**config.mk**
```make
export PLATFORM = sky130hd
export DESIGN_NAME = ixp_expander
export DESIGN_NICKNAME = d
export VERILOG_FILES = /design/src/hw/ixp_port_irq.sv /design/src/hw/ixp_expander.sv
export SDC_FILE = /design/constraint.sdc
export NUM_CORES = 1
export LEC_CHECK = 0
export ABC_AREA = 1
export BUFFER_PORTS_ARGS = -buffer_cell sky130_fd_sc_hd__buf_2
export CAP_MARGIN = 20
export CELL_PAD_IN_SITES_DETAIL_PLACEMENT = 1
export CELL_PAD_IN_SITES_GLOBAL_PLACEMENT = 1
export CORE_MARGIN = 4
export CORE_UTILIZATION = 35
export CTS_CLUSTER_SIZE = 20
export DETAILED_ROUTE_END_ITERATION = 10
export GPL_TIMING_DRIVEN = 0
export PLACE_DENSITY_LB_ADDON = 0.25
export SYNTH_ARGS = -nofsm -noshare
export SYNTH_HDL_FRONTEND = slang
export SYNTH_SLANG_ARGS = --single-unit
```
**constraint.sdc**
```tcl
create_clock -name mclk -period 1.8 [get_ports mclk]
set_input_delay 0.09 -clock mclk [delete_from_list [all_inputs] [get_ports mclk]]
set_output_delay 0.09 -clock mclk [all_outputs]
set_load 0.02 [all_outputs]
```
**src/hw/ixp_port_irq.sv**
```systemverilog
// Purpose: shared constants and the per-port change detector of the i/o expander
// Assumes: pins are synchronous to mclk; dir_in bit high marks an input pin
// Notes: the reference byte is the pin state captured at reset or when the port was last read
`timescale 1ns/1ps
`default_nettype none

package ixp_pkg;
  localparam int         PORT_W        = 8;
  localparam int         PORT_N        = 2;
  localparam logic [3:0] ADDR_FIXED    = 4'h4;
  localparam logic [7:0] OUT_RST       = 8'hff;
  localparam logic [7:0] POL_RST       = 8'h00;
  localparam logic [7:0] CFG_RST       = 8'hff;
  localparam logic [2:0] CMD_RST       = 3'h0;
  localparam logic [1:0] SEL_IN        = 2'h0;
  localparam logic [1:0] SEL_OUT       = 2'h1;
  localparam logic [1:0] SEL_POL       = 2'h2;
  localparam logic [1:0] SEL_CFG       = 2'h3;
  localparam int         CMD_PORT_BIT  = 0;
  localparam logic [3:0] BIT_LAST      = 4'h8;
  localparam int         CLK_PERIOD_NS = 25;
  localparam int         IRQ_CLEAR_DELAY_NS  = 4000;
  localparam int         IRQ_CLEAR_DELAY_CYC = IRQ_CLEAR_DELAY_NS / CLK_PERIOD_NS;
  typedef enum {ST_IDLE, ST_ADDR, ST_AACK, ST_RECV, ST_WACK, ST_SEND, ST_RACK} ixp_state_t;
endpackage

module ixp_port_irq
#(
  parameter int W = 8
)
(
  input  wire logic         mclk,
  input  wire logic         rst,
  input  wire logic [W-1:0] pin_in,
  input  wire logic [W-1:0] dir_in,
  input  wire logic         snap,
  output logic              pend
);
  logic [W-1:0] ref_reg;

  // reference byte: follows the pins at reset and on each read of this port
  always_ff @(posedge mclk)
  begin
    if (rst)
      ref_reg <= pin_in;
    else if (snap)
      ref_reg <= pin_in;
  end

  // pending while any input pin differs from its reference; outputs are masked out
  always_ff @(posedge mclk)
  begin
    if (rst)
      pend <= 1'b0;
    else
      pend <= (|((pin_in ^ ref_reg) & dir_in)) & ~snap;
  end
endmodule

`default_nettype wire

```
**src/hw/ixp_expander.sv**
```systemverilog
// Purpose: two-port 16-bit i/o expander core with i2c slave and change interrupt
// Assumes: scl and sda_in are sampled by mclk (40 MHz), far faster than the bus
// Notes: open-drain lines are drive-low only; the pad releases them when oe is low
//
// Notes on behaviour
// - any edge on an input pin flags interrupt
// - pins back to original or port read clears
// - read clears at ack rising edge before data
// - change during clearing ack pulse may vanish
// - later changes re-detected and re-assert interrupt
// - traffic for other addresses leaves interrupt alone
// - output pins never raise an interrupt
// - output-to-input switch may raise false interrupt
// - each port has its own interrupt source
// - interrupt line is open-drain, active low
// - three straps set low slave address bits
// - reset puts registers and bus fsm default
// - after reset accept requests, watch pins
// - input pin has both drivers off
// - output pin drives its output register bit
// - address byte is 0100, straps, direction
// - interrupt released within 4 us of scl
// - direction bit high reads, low writes
// - command byte after address selects register
`timescale 1ns/1ps
`default_nettype none

module ixp_expander
(
  input  wire logic                      mclk,
  input  wire logic                      rst,
  input  wire logic                      scl,
  input  wire logic                      sda_in,
  output logic                           sda_out,
  output logic                           sda_oe,
  input  wire logic                      strap_addr_bit0,
  input  wire logic                      strap_addr_bit1,
  input  wire logic                      strap_addr_bit2,
  input  wire logic [ixp_pkg::PORT_W-1:0] port_zero_bus_in,
  output logic      [ixp_pkg::PORT_W-1:0] port_zero_bus_out,
  output logic      [ixp_pkg::PORT_W-1:0] port_zero_bus_oe,
  input  wire logic [ixp_pkg::PORT_W-1:0] port_one_bus_in,
  output logic      [ixp_pkg::PORT_W-1:0] port_one_bus_out,
  output logic      [ixp_pkg::PORT_W-1:0] port_one_bus_oe,
  output logic                           irq_out,
  output logic                           irq_oe
);
  import ixp_pkg::*;

  ixp_state_t                      state_reg;
  logic                            scl_reg;
  logic                            sda_reg;
  logic [3:0]                      cnt_reg;
  logic [7:0]                      sh_reg;
  logic                            rw_reg;
  logic                            cmd_seen_reg;
  logic [2:0]                      cmd_reg;
  logic                            low_reg;
  logic [PORT_N-1:0][PORT_W-1:0]   out_reg;
  logic [PORT_N-1:0][PORT_W-1:0]   pol_reg;
  logic [PORT_N-1:0][PORT_W-1:0]   cfg_reg;
  logic [PORT_N-1:0][PORT_W-1:0]   oe_reg;
  logic [PORT_N-1:0][PORT_W-1:0]   pin_in;
  logic [PORT_N-1:0]               snap;
  logic [PORT_N-1:0]               pend;
  logic                            scl_rise;
  logic                            scl_fall;
  logic                            start_seen;
  logic                            stop_seen;
  logic                            byte_done;
  logic                            load_now;
  logic                            wr_now;
  logic [7:0]                      rd_byte;
  logic                            addr_hit;

  // bit n of each data byte is pin n of its port
  assign pin_in[0] = port_zero_bus_in;
  assign pin_in[1] = port_one_bus_in;

  // bus line history for edge and start/stop detection
  always_ff @(posedge mclk)
  begin
    if (rst)
    begin
      scl_reg <= 1'b1;
      sda_reg <= 1'b1;
    end
    else
    begin
      scl_reg <= scl;
      sda_reg <= sda_in;
    end
  end

  // bus events and the address compare
  assign scl_rise   = scl & ~scl_reg;
  assign scl_fall   = ~scl & scl_reg;
  assign start_seen = scl & scl_reg & sda_reg & ~sda_in;
  assign stop_seen  = scl & scl_reg & ~sda_reg & sda_in;
  assign byte_done  = scl_fall & (cnt_reg == BIT_LAST);
  assign addr_hit   = (sh_reg[7:1] == {ADDR_FIXED, strap_addr_bit2, strap_addr_bit1, strap_addr_bit0});

  // register fetch happens on the ack rising edge, just before the byte goes out
  assign load_now = scl_rise & ~start_seen & ~stop_seen &
                    (((state_reg == ST_AACK) & rw_reg) | ((state_reg == ST_RACK) & ~sda_in));
  assign wr_now   = byte_done & (state_reg == ST_RECV) & cmd_seen_reg;

  // read multiplexer: input ports are shown through the polarity mask
  always_comb
  begin
    rd_byte = 8'h00;
    case (cmd_reg[2:1])
      SEL_IN:  rd_byte = pin_in[cmd_reg[CMD_PORT_BIT]] ^ pol_reg[cmd_reg[CMD_PORT_BIT]];
      SEL_OUT: rd_byte = out_reg[cmd_reg[CMD_PORT_BIT]];
      SEL_POL: rd_byte = pol_reg[cmd_reg[CMD_PORT_BIT]];
      SEL_CFG: rd_byte = cfg_reg[cmd_reg[CMD_PORT_BIT]];
      default: rd_byte = 8'h00;
    endcase
  end

  // slave state machine; anything not matching our address drops to idle
  always_ff @(posedge mclk)
  begin
    if (rst)
    begin
      state_reg    <= ST_IDLE;
      cnt_reg      <= 4'h0;
      sh_reg       <= 8'h00;
      rw_reg       <= 1'b0;
      cmd_seen_reg <= 1'b0;
      sda_oe       <= 1'b0;
    end
    else if (start_seen)
    begin
      state_reg <= ST_ADDR;
      cnt_reg   <= 4'h0;
      sda_oe    <= 1'b0;
    end
    else if (stop_seen)
    begin
      state_reg <= ST_IDLE;
      sda_oe    <= 1'b0;
    end
    else
    begin
      case (state_reg)
        ST_ADDR, ST_RECV:
        begin
          if (scl_rise && cnt_reg != BIT_LAST)
          begin
            sh_reg  <= {sh_reg[6:0], sda_in};
            cnt_reg <= cnt_reg + 4'h1;
          end
          else if (byte_done)
          begin
            cnt_reg <= 4'h0;
            if (state_reg == ST_RECV)
            begin
              cmd_seen_reg <= 1'b1;
              state_reg    <= ST_WACK;
              sda_oe       <= 1'b1;
            end
            else if (addr_hit)
            begin
              rw_reg       <= sh_reg[0];
              cmd_seen_reg <= 1'b0;
              state_reg    <= ST_AACK;
              sda_oe       <= 1'b1;
            end
            else
              state_reg <= ST_IDLE;
          end
        end
        ST_AACK:
        begin
          if (load_now)
            sh_reg <= rd_byte;
          else if (scl_fall && rw_reg)
          begin
            state_reg <= ST_SEND;
            sda_oe    <= ~sh_reg[7];
            sh_reg    <= {sh_reg[6:0], 1'b0};
            cnt_reg   <= 4'h1;
          end
          else if (scl_fall)
          begin
            state_reg <= ST_RECV;
            sda_oe    <= 1'b0;
          end
        end
        ST_WACK:
        begin
          if (scl_fall)
          begin
            state_reg <= ST_RECV;
            sda_oe    <= 1'b0;
          end
        end
        ST_SEND:
        begin
          if (byte_done)
          begin
            state_reg <= ST_RACK;
            sda_oe    <= 1'b0;
            cnt_reg   <= 4'h0;
          end
          else if (scl_fall)
          begin
            sda_oe  <= ~sh_reg[7];
            sh_reg  <= {sh_reg[6:0], 1'b0};
            cnt_reg <= cnt_reg + 4'h1;
          end
        end
        ST_RACK:
        begin
          if (load_now)
            sh_reg <= rd_byte;
          else if (scl_rise)
            state_reg <= ST_IDLE;  // master nack ends the read
          else if (scl_fall)
          begin
            state_reg <= ST_SEND;
            sda_oe    <= ~sh_reg[7];
            sh_reg    <= {sh_reg[6:0], 1'b0};
            cnt_reg   <= 4'h1;
          end
        end
        default:
          state_reg <= ST_IDLE;
      endcase
    end
  end

  // command pointer: set by the command byte, then swaps within the register pair
  always_ff @(posedge mclk)
  begin
    if (rst)
      cmd_reg <= CMD_RST;
    else if (!start_seen && !stop_seen && byte_done && state_reg == ST_RECV && !cmd_seen_reg)
      cmd_reg <= sh_reg[2:0];
    else if (!start_seen && !stop_seen && byte_done && (state_reg == ST_SEND || wr_now))
      cmd_reg <= cmd_reg ^ 3'h1;
  end

  // writable registers and pin drivers; input-port writes are ignored
  always_ff @(posedge mclk)
  begin
    if (rst)
    begin
      out_reg <= {PORT_N{OUT_RST}};
      pol_reg <= {PORT_N{POL_RST}};
      cfg_reg <= {PORT_N{CFG_RST}};
      oe_reg  <= {PORT_N{~CFG_RST}};
    end
    else if (wr_now && !start_seen && !stop_seen)
    begin
      case (cmd_reg[2:1])
        SEL_OUT: out_reg[cmd_reg[CMD_PORT_BIT]] <= sh_reg;
        SEL_POL: pol_reg[cmd_reg[CMD_PORT_BIT]] <= sh_reg;
        SEL_CFG:
        begin
          cfg_reg[cmd_reg[CMD_PORT_BIT]] <= sh_reg;
          oe_reg[cmd_reg[CMD_PORT_BIT]]  <= ~sh_reg;
        end
        default: ;
      endcase
    end
  end

  // one change detector per port, each cleared by its pins returning to the reference or by a read of its own port
  for (genvar p = 0; p < PORT_N; p++)
  begin : g_port
    assign snap[p] = load_now & (cmd_reg[2:1] == SEL_IN) & (cmd_reg[CMD_PORT_BIT] == 1'(p));
    ixp_port_irq #(.W(PORT_W)) u_irq
    (
      .mclk   (mclk),
      .rst    (rst),
      .pin_in (pin_in[p]),
      .dir_in (cfg_reg[p]),
      .snap   (snap[p]),
      .pend   (pend[p])
    );
  end

  // interrupt line pulled low while any port is pending; cleared two cycles after scl
  always_ff @(posedge mclk)
  begin
    if (rst)
      irq_oe <= 1'b0;
    else
      irq_oe <= |pend;
  end

  // constant low level for the open-drain pads
  always_ff @(posedge mclk)
  begin
    low_reg <= 1'b0;
  end

  assign sda_out           = low_reg;
  assign irq_out           = low_reg;
  assign port_zero_bus_out = out_reg[0];
  assign port_one_bus_out  = out_reg[1];
  assign port_zero_bus_oe  = oe_reg[0];
  assign port_one_bus_oe   = oe_reg[1];
endmodule

`default_nettype wire

```
==> results of run 1 <==
stage by stage:
| step | setup WS, ns | hold slack (ns) | std cells |
|---|---|---|---|
| 6_report | -0.2631 | 0.1202 | 1308 |
| 5_1_grt | -0.3330 | 0.1557 | 1308 |
| 4_1_cts | -0.2366 | 0.2146 | 1292 |
| 3_5_place_dp | -0.4691 | 0.3212 | 1181 |
| 3_3_place_gp | -0.4285 | 0.3173 | 1181 |
| 2_1_floorplan | -0.07982 | 0.1832 | 896 |
path summary, 6_finish.rpt:
path | start | endpoint | slack [ns] | cells after the start
hold / removal | rst | port_one_bus_out[0] | 0.12 | 4
hold reg to reg | g_port[0].u_irq.pend | irq_oe | 0.44 | 2
setup / recovery | state_reg[22] | g_port[0].u_irq.ref_reg[3] | -0.26 | 13
setup reg to reg | state_reg[22] | g_port[0].u_irq.ref_reg[3] | -0.26 | 13
cells in the final DEF, fill, tap and decap left out, drive strengths merged, types with 2 or more instances in the layout:
master	n
edfxtp	16
o21ai	62
o211ai	17
nand3	44
nand4	11
a211oi	20
clkbuf	30
a31oi	2
a21oi	50
o22ai	5
nor3	12
a21boi	3
nand2	270
inv	64
dfxtp	119
or2	4
xnor2	2
clkinvlp	5
clkinv	6
conb	31
dlygate4sd3	18
ha	5
nor2	123
xor2	3
buf	151
power groups by stage:
stage	sequential [mW]	clock (mW)	combinational, mW
2_1_floorplan	3.21	0	0.167
3_3_place_gp	3.21	0	0.271
3_5_place_dp	3.21	0	0.275
4_1_cts	3.15	3.64	0.331
5_1_grt	3.16	3.78	0.413
6_report	3.15	3.58	0.372
metal layers:
layer	global-route usage (%)	vias up	part of all wire [%]
met3	4.233	87	4.0
met5	0	-	0
li1	-	3232	-
met4	13.28	0	5.0
met2	41.06	209	50
met1	28.90	3292	41
what timing repair did:
item                                    CTS  global route
hold buffers                             18             0
endpoints found under the setup margin  103           103
setup buffers                            56            17
hold endpoints to repair                 18             0
pin swaps                                48            43
gates cloned                              5             0
gates resized for setup                 194            99
critical path: stages (launching register included):
cell,delay (ns)
dfxtp_1,0.30
nor2_1,0.09
nand2_1,0.09
nor2_4,0.18
nand2_4,0.09
buf_6,0.14
nor2_4,0.14
nand2_2,0.10
nand2_4,0.09
nand2_4,0.07
buf_12,0.15
clkinv_8,0.08
nand3_4,0.12
nand2_4,0.14
cells by family after synthesis:
| logic type | after synthesis | synth area share [%] |
|---|---|---|
| and+or+nand+nor | 463 | 31.94 |
| AOI/OAI and AO/OA | 162 | 14.65 |
| muxes | 1 | 0.1546 |
| other | 1 | 0.05792 |
| adders and majority gates | 5 | 0.9662 |
| buffers and inverters | 94 | 7.343 |
| xor gates and xnor gates | 5 | 0.6765 |
| DFF | 135 | 44.21 |
final cells by class:
| type | count | area (µm²) |
|---|---|---|
| flip-flops and latches | 135 | 2872 |
| repair buffers | 150 | 1162 |
| multi-input cells | 669 | 4056 |
| fillers | 2147 | 8531 |
| clock buffers | 18 | 450.4 |
| well taps | 229 | 286.5 |
| plain buffers | 31 | 264.0 |
| clock inverters | 14 | 152.6 |
| inverters | 62 | 311.5 |
==> results.yml, run 1 <==
power_and_ir_drop:
  p_comb_share_pct: 5.2
  total_power_mw: 7.105
  intPower_mw: 5.296
  p_sw_share_pct: 25.46
  vdd_ir_drop_max_mv: 0.7060
  leakagePower_nw: 4.191
  seqPwrFrac_pct: 44.3
  power-per-cell-area_nw_per_um2: 743.6
  switching_power_mw: 1.809
  power_frac_clock_pct: 50.4
layout:
  fin_area_um2: 9555
  area_growth_pct: 47.57
  fin_nets: 1094
  diodes: 0
  utilization_pct: 52.83
  layout-drive-gt1-share_pct: 35.68
  largest_reg_flops: 32
worst_setup_path:
  crit_type: "flip-flop to flip-flop"
  path_max_fanout: 7
  cp.required_ns: 1.96
  crit_arrival_ns: 2.22
  worst_setup_path_start_kind: "flip-flop"
  cp-end-kind: "flip-flop"
placement:
  place_congestion: 0.8509
  placed_area_um2: 7221
  portBuffers: 56
  hpwl_mm: 15.53
clock_tree:
  htree_levels: 4
  cts_tree: "done"
  clock-sinks: 135
  cts-buffers-inserted: 17
  cts.clk_slew.worst_paths_ns: 0.07
  insertion_delay_ns: 0.44
  cts_root_buf: "clkbuf_16"
  cts_buffer_depth: 2
sta:
  min_period_ns: 2.063
  setup_violations: 101
  worst_slack_ns: -0.2631
  tns_ns: -15.74
  max_slew.worst_pin.slew_ns: 0.8319
  fin_worst_skew_ns: 0.01875
  finalHoldViolations: 0
  fin_crit_sh_pct: 114.6
  clock.fmax_mhz: 484.7
  rsz0062_at_grt: "true"
  max-slew-margin-rel_pct: 44.54
  maxSlewViolCount: 0
global_route:
  grt_usage_pct: 24.14
  first_global_vias: 7003
  antenna_found_initial: 0
  grt_first_pass_wirelength_mm: 38.42
  grt_overflow: 0
  grt_max_degree: 17
logic_synthesis:
  yosys.area.top_type_share_pct: 36.79
  syn_avg_cell_area_um2: 7.477
  ys_warn_count: 0
  netlist_area_um2: 6475
  synth_flop_cell: "dfxtp_1"
  synth_common_cells: "nand2_1 (253), dfxtp_1 (119), nor2_1 (107), o21ai_0 (57), inv_1 (53)"
  synth_most_common_cell: "nand2_1"
  async_reset_ff_share_pct: 0
  synth_seq_area_share_pct: 44.21
  ys_ff_latch: 135
  synthTopCellsByArea: "dfxtp_1 (37%), nand2_1 (15%), edfxtp_1 (7.4%), nor2_1 (6.2%), o21ai_0 (4.4%)"
  ys_types: 46
  synth_edf_count: 16
  synthCells: 866
  yosys.area.top_type: "dfxtp_1"
detailed_routing:
  wl_per_cell_um: 19.78
  dr.pass1.iters: 5
  ant_nets: 0
  num_vias: 6820
  viasPerCell: 5.214
  dr.first_iter.drc_count: 407
  wl_mm: 25.87
  drc_errors: 0
floorplanning:
  die_w_um: 144.0
  initial_core_util_pct: 35.80
  pin_count: 59
  die_area_um2: 20740
  die_h_um: 144.0
  fp.coreArea_um2: 18090
  rows: 49
outcome:
  failed_checks: "negative setup slack"
  status: "complete, but fails checks"
hold_path:
  hold_path_class: "input pin to flip-flop"
job:
  cap_violations: 0
No activity file was read; power rests on OpenSTA's default activity.
==> run 2, diff against run 1 <==
--- a/config.mk
+++ b/config.mk
@@ -16,6 +16,7 @@
 export DETAILED_ROUTE_END_ITERATION = 10
 export GPL_TIMING_DRIVEN = 0
 export PLACE_DENSITY_LB_ADDON = 0.25
+export REMOVE_ABC_BUFFERS = 1
 export SYNTH_ARGS = -nofsm -noshare
 export SYNTH_HDL_FRONTEND = slang
 export SYNTH_SLANG_ARGS = --single-unit
==> constraint.sdc (replaced) <==
create_clock -name mclk -period 1.8 [get_ports mclk]
set_input_delay 0.54 -clock mclk [delete_from_list [all_inputs] [get_ports mclk]]
set_output_delay 0.54 -clock mclk [all_outputs]
set_load 0.02 [all_outputs]
==> results.yml, run 2 (synthesized netlist as in run 1, its figures left out) <==
outcome:
  status: "complete, but fails checks"
  failed_checks: "negative setup slack"
floorplanning:
  initial_core_util_pct: 35.80
  fp.coreArea_um2: 18090
  pin_count: 59
  die_w_um: 144.0
  rows: 49
  die_h_um: 144.0
  die_area_um2: 20740
worst_setup_path:
  timing.rr.start: "state_reg[25]"
  cp-end-kind: "flip-flop"
  crit_type: "flip-flop to flip-flop"
  cp.required_ns: 2.08
  crit_arrival_ns: 2.33
  reg2reg_depth: 14
  path_max_fanout: 5
  worst_setup_path_start_kind: "flip-flop"
  r2r_end: "sh_reg[1]"
  r2r_setup_slack_ns: -0.25
detailed_routing:
  viasPerCell: 5.198
  dr.first_iter.drc_count: 394
  drc_errors: 0
  num_vias: 6539
  wl_per_cell_um: 18.66
  ant_nets: 0
  wl_mm: 23.48
  dr.pass1.iters: 5
layout:
  fill_cells: 2201
  utilization_pct: 50.07
  area_growth_pct: 39.85
  fin_nets: 1044
  layout-drive-gt1-share_pct: 33.04
  diodes: 0
  multi_input_area_um2: 3902
  regArea_um2: 2880
  largest_reg_flops: 32
  mostFrequentLayoutCells: "nand2_1 (213), dfxtp_1 (111), nor2_1 (74), buf_2 (55), a21oi_1 (47)"
  final_common_cell: "nand2_1"
clock_tree:
  cts_buffer_depth: 2
  cts.clk_slew.worst_paths_ns: 0.07
  cts-buffers-inserted: 17
  cts_tree: "done"
  postCtsHoldBufs: 0
  insertion_delay_ns: 0.43
  clock-sinks: 135
  cts_root_buf: "clkbuf_16"
  htree_levels: 4
power_and_ir_drop:
  leakagePower_nw: 3.988
  intPower_mw: 5.503
  power-per-cell-area_nw_per_um2: 795.0
  power_frac_clock_pct: 51.6
  seqPwrFrac_pct: 43.7
  vdd_ir_drop_max_mv: 0.9367
  p_sw_share_pct: 23.56
  p_comb_share_pct: 4.7
  switching_power_mw: 1.696
sta:
  max_slew.worst_pin.slew_ns: 0.6670
  min_period_ns: 2.054
  clock.fmax_mhz: 486.8
  maxSlewViolCount: 0
  finalHoldViolations: 0
  rsz0062_at_grt: "true"
  worst_slack_ns: -0.2544
  holdWs_ns: 0.3448
  fin_worst_skew_ns: 0.01540
  setup_violations: 101
  max-slew-margin-rel_pct: 55.54
  fin_crit_sh_pct: 114.1
hold_path:
  hold_path_class: "input pin to flip-flop"
  hold_end: "g_port[1].u_irq.ref_reg[3]"
  hold_path_startpoint: "port_one_bus_in[3]"
  whs_path_depth: 1
global_route:
  grt_overflow: 0
  first_global_vias: 6523
  antenna_found_initial: 0
  grt_max_degree: 49
  grt_usage_pct: 22.39
  grt_first_pass_wirelength_mm: 35.34
placement:
  place_congestion: 0.8256
  hpwl_mm: 13.76
  preCtsSetupSlack_ns: -1.385
  portBuffers: 56
job:
  cap_violations: 0
run 2: layer usage:
layer	track usage [%]	routed length [µm]
met2	39.61	12280
met4	8.276	620
met3	4.894	1105
met5	0	0
met1	26.60	9471
run 2: critical path, cell delays in order (launching register included):
cell and delay [ns]:
dfxtp_2 0.32, nor2_2 0.10, nand2_2 0.08, nor2_4 0.17
nand2_4 0.09, buf_6 0.13, nor2_4 0.19, nand2_4 0.10
nand2_4 0.10, nand2_8 0.09, nand2_4 0.10, nand3_4 0.13
buf_6 0.17, nand2_1 0.07, a21oi_1 0.07
run 2: per-stage QoR:
| step | cells | TNS, ns | cell area [µm²] | power, mW |
|---|---|---|---|---|
| 3_5_place_dp | 1151 | -123.81 | 6985 | 3.479 |
| 3_3_place_gp | 1149 | -146.34 | 6929 | 3.464 |
| 2_1_floorplan | 864 | -51.41 | 6362 | 3.349 |
| 6_report | 1258 | -16.59 | 9055 | 7.199 |
| 5_1_grt | 1258 | -28.77 | 9055 | 7.458 |
| 4_1_cts | 1244 | -16.87 | 8612 | 7.235 |
run 2: power by group through the flow:
stage | logic, mW | clock network, mW | registers (mW)
after floorplan | 0.140 | 0 | 3.21
after global placement | 0.254 | 0 | 3.21
after detailed placement | 0.265 | 0 | 3.21
after CTS | 0.308 | 3.78 | 3.15
after global routing | 0.368 | 3.94 | 3.16
final | 0.337 | 3.71 | 3.15
run 2: layout make-up:
class / instances / share of cell area [%]
Multi-Input combinational cell: 669 / 43.10
Sequential cell: 135 / 31.81
Timing Repair Buffer: 128 / 11.37
Clock buffer: 19 / 5.016
Inverter: 62 / 3.441
Tap cell: 229 / 3.164
Clock inverter: 13 / 1.824
Timing Repair inverter: 3 / 0.2764
run 2: how the worst max path moves through the flow:
stage                                       to  slack (ns)          start  depth (start not counted)
floorplan                            sh_reg[1]       -0.87     cmd_reg[0]                          9
detailed placement  g_port[1].u_irq.ref_reg[4]       -1.39   state_reg[1]                         12
global route                         sh_reg[0]       -0.40  state_reg[12]                         15
global placement                     sh_reg[1]       -1.98     cmd_reg[0]                          9
finish                               sh_reg[1]       -0.25  state_reg[25]                         14
CTS                                 cfg_reg[3]       -0.24  state_reg[16]                         15
run 2: repair_timing:
action                                  4_1_cts  5_1_grt
endpoints found under the setup margin      105      104
buffers inserted                             57       15
gates cloned                                  5        1
pin swaps                                    36       44
gates resized for setup                     148       93
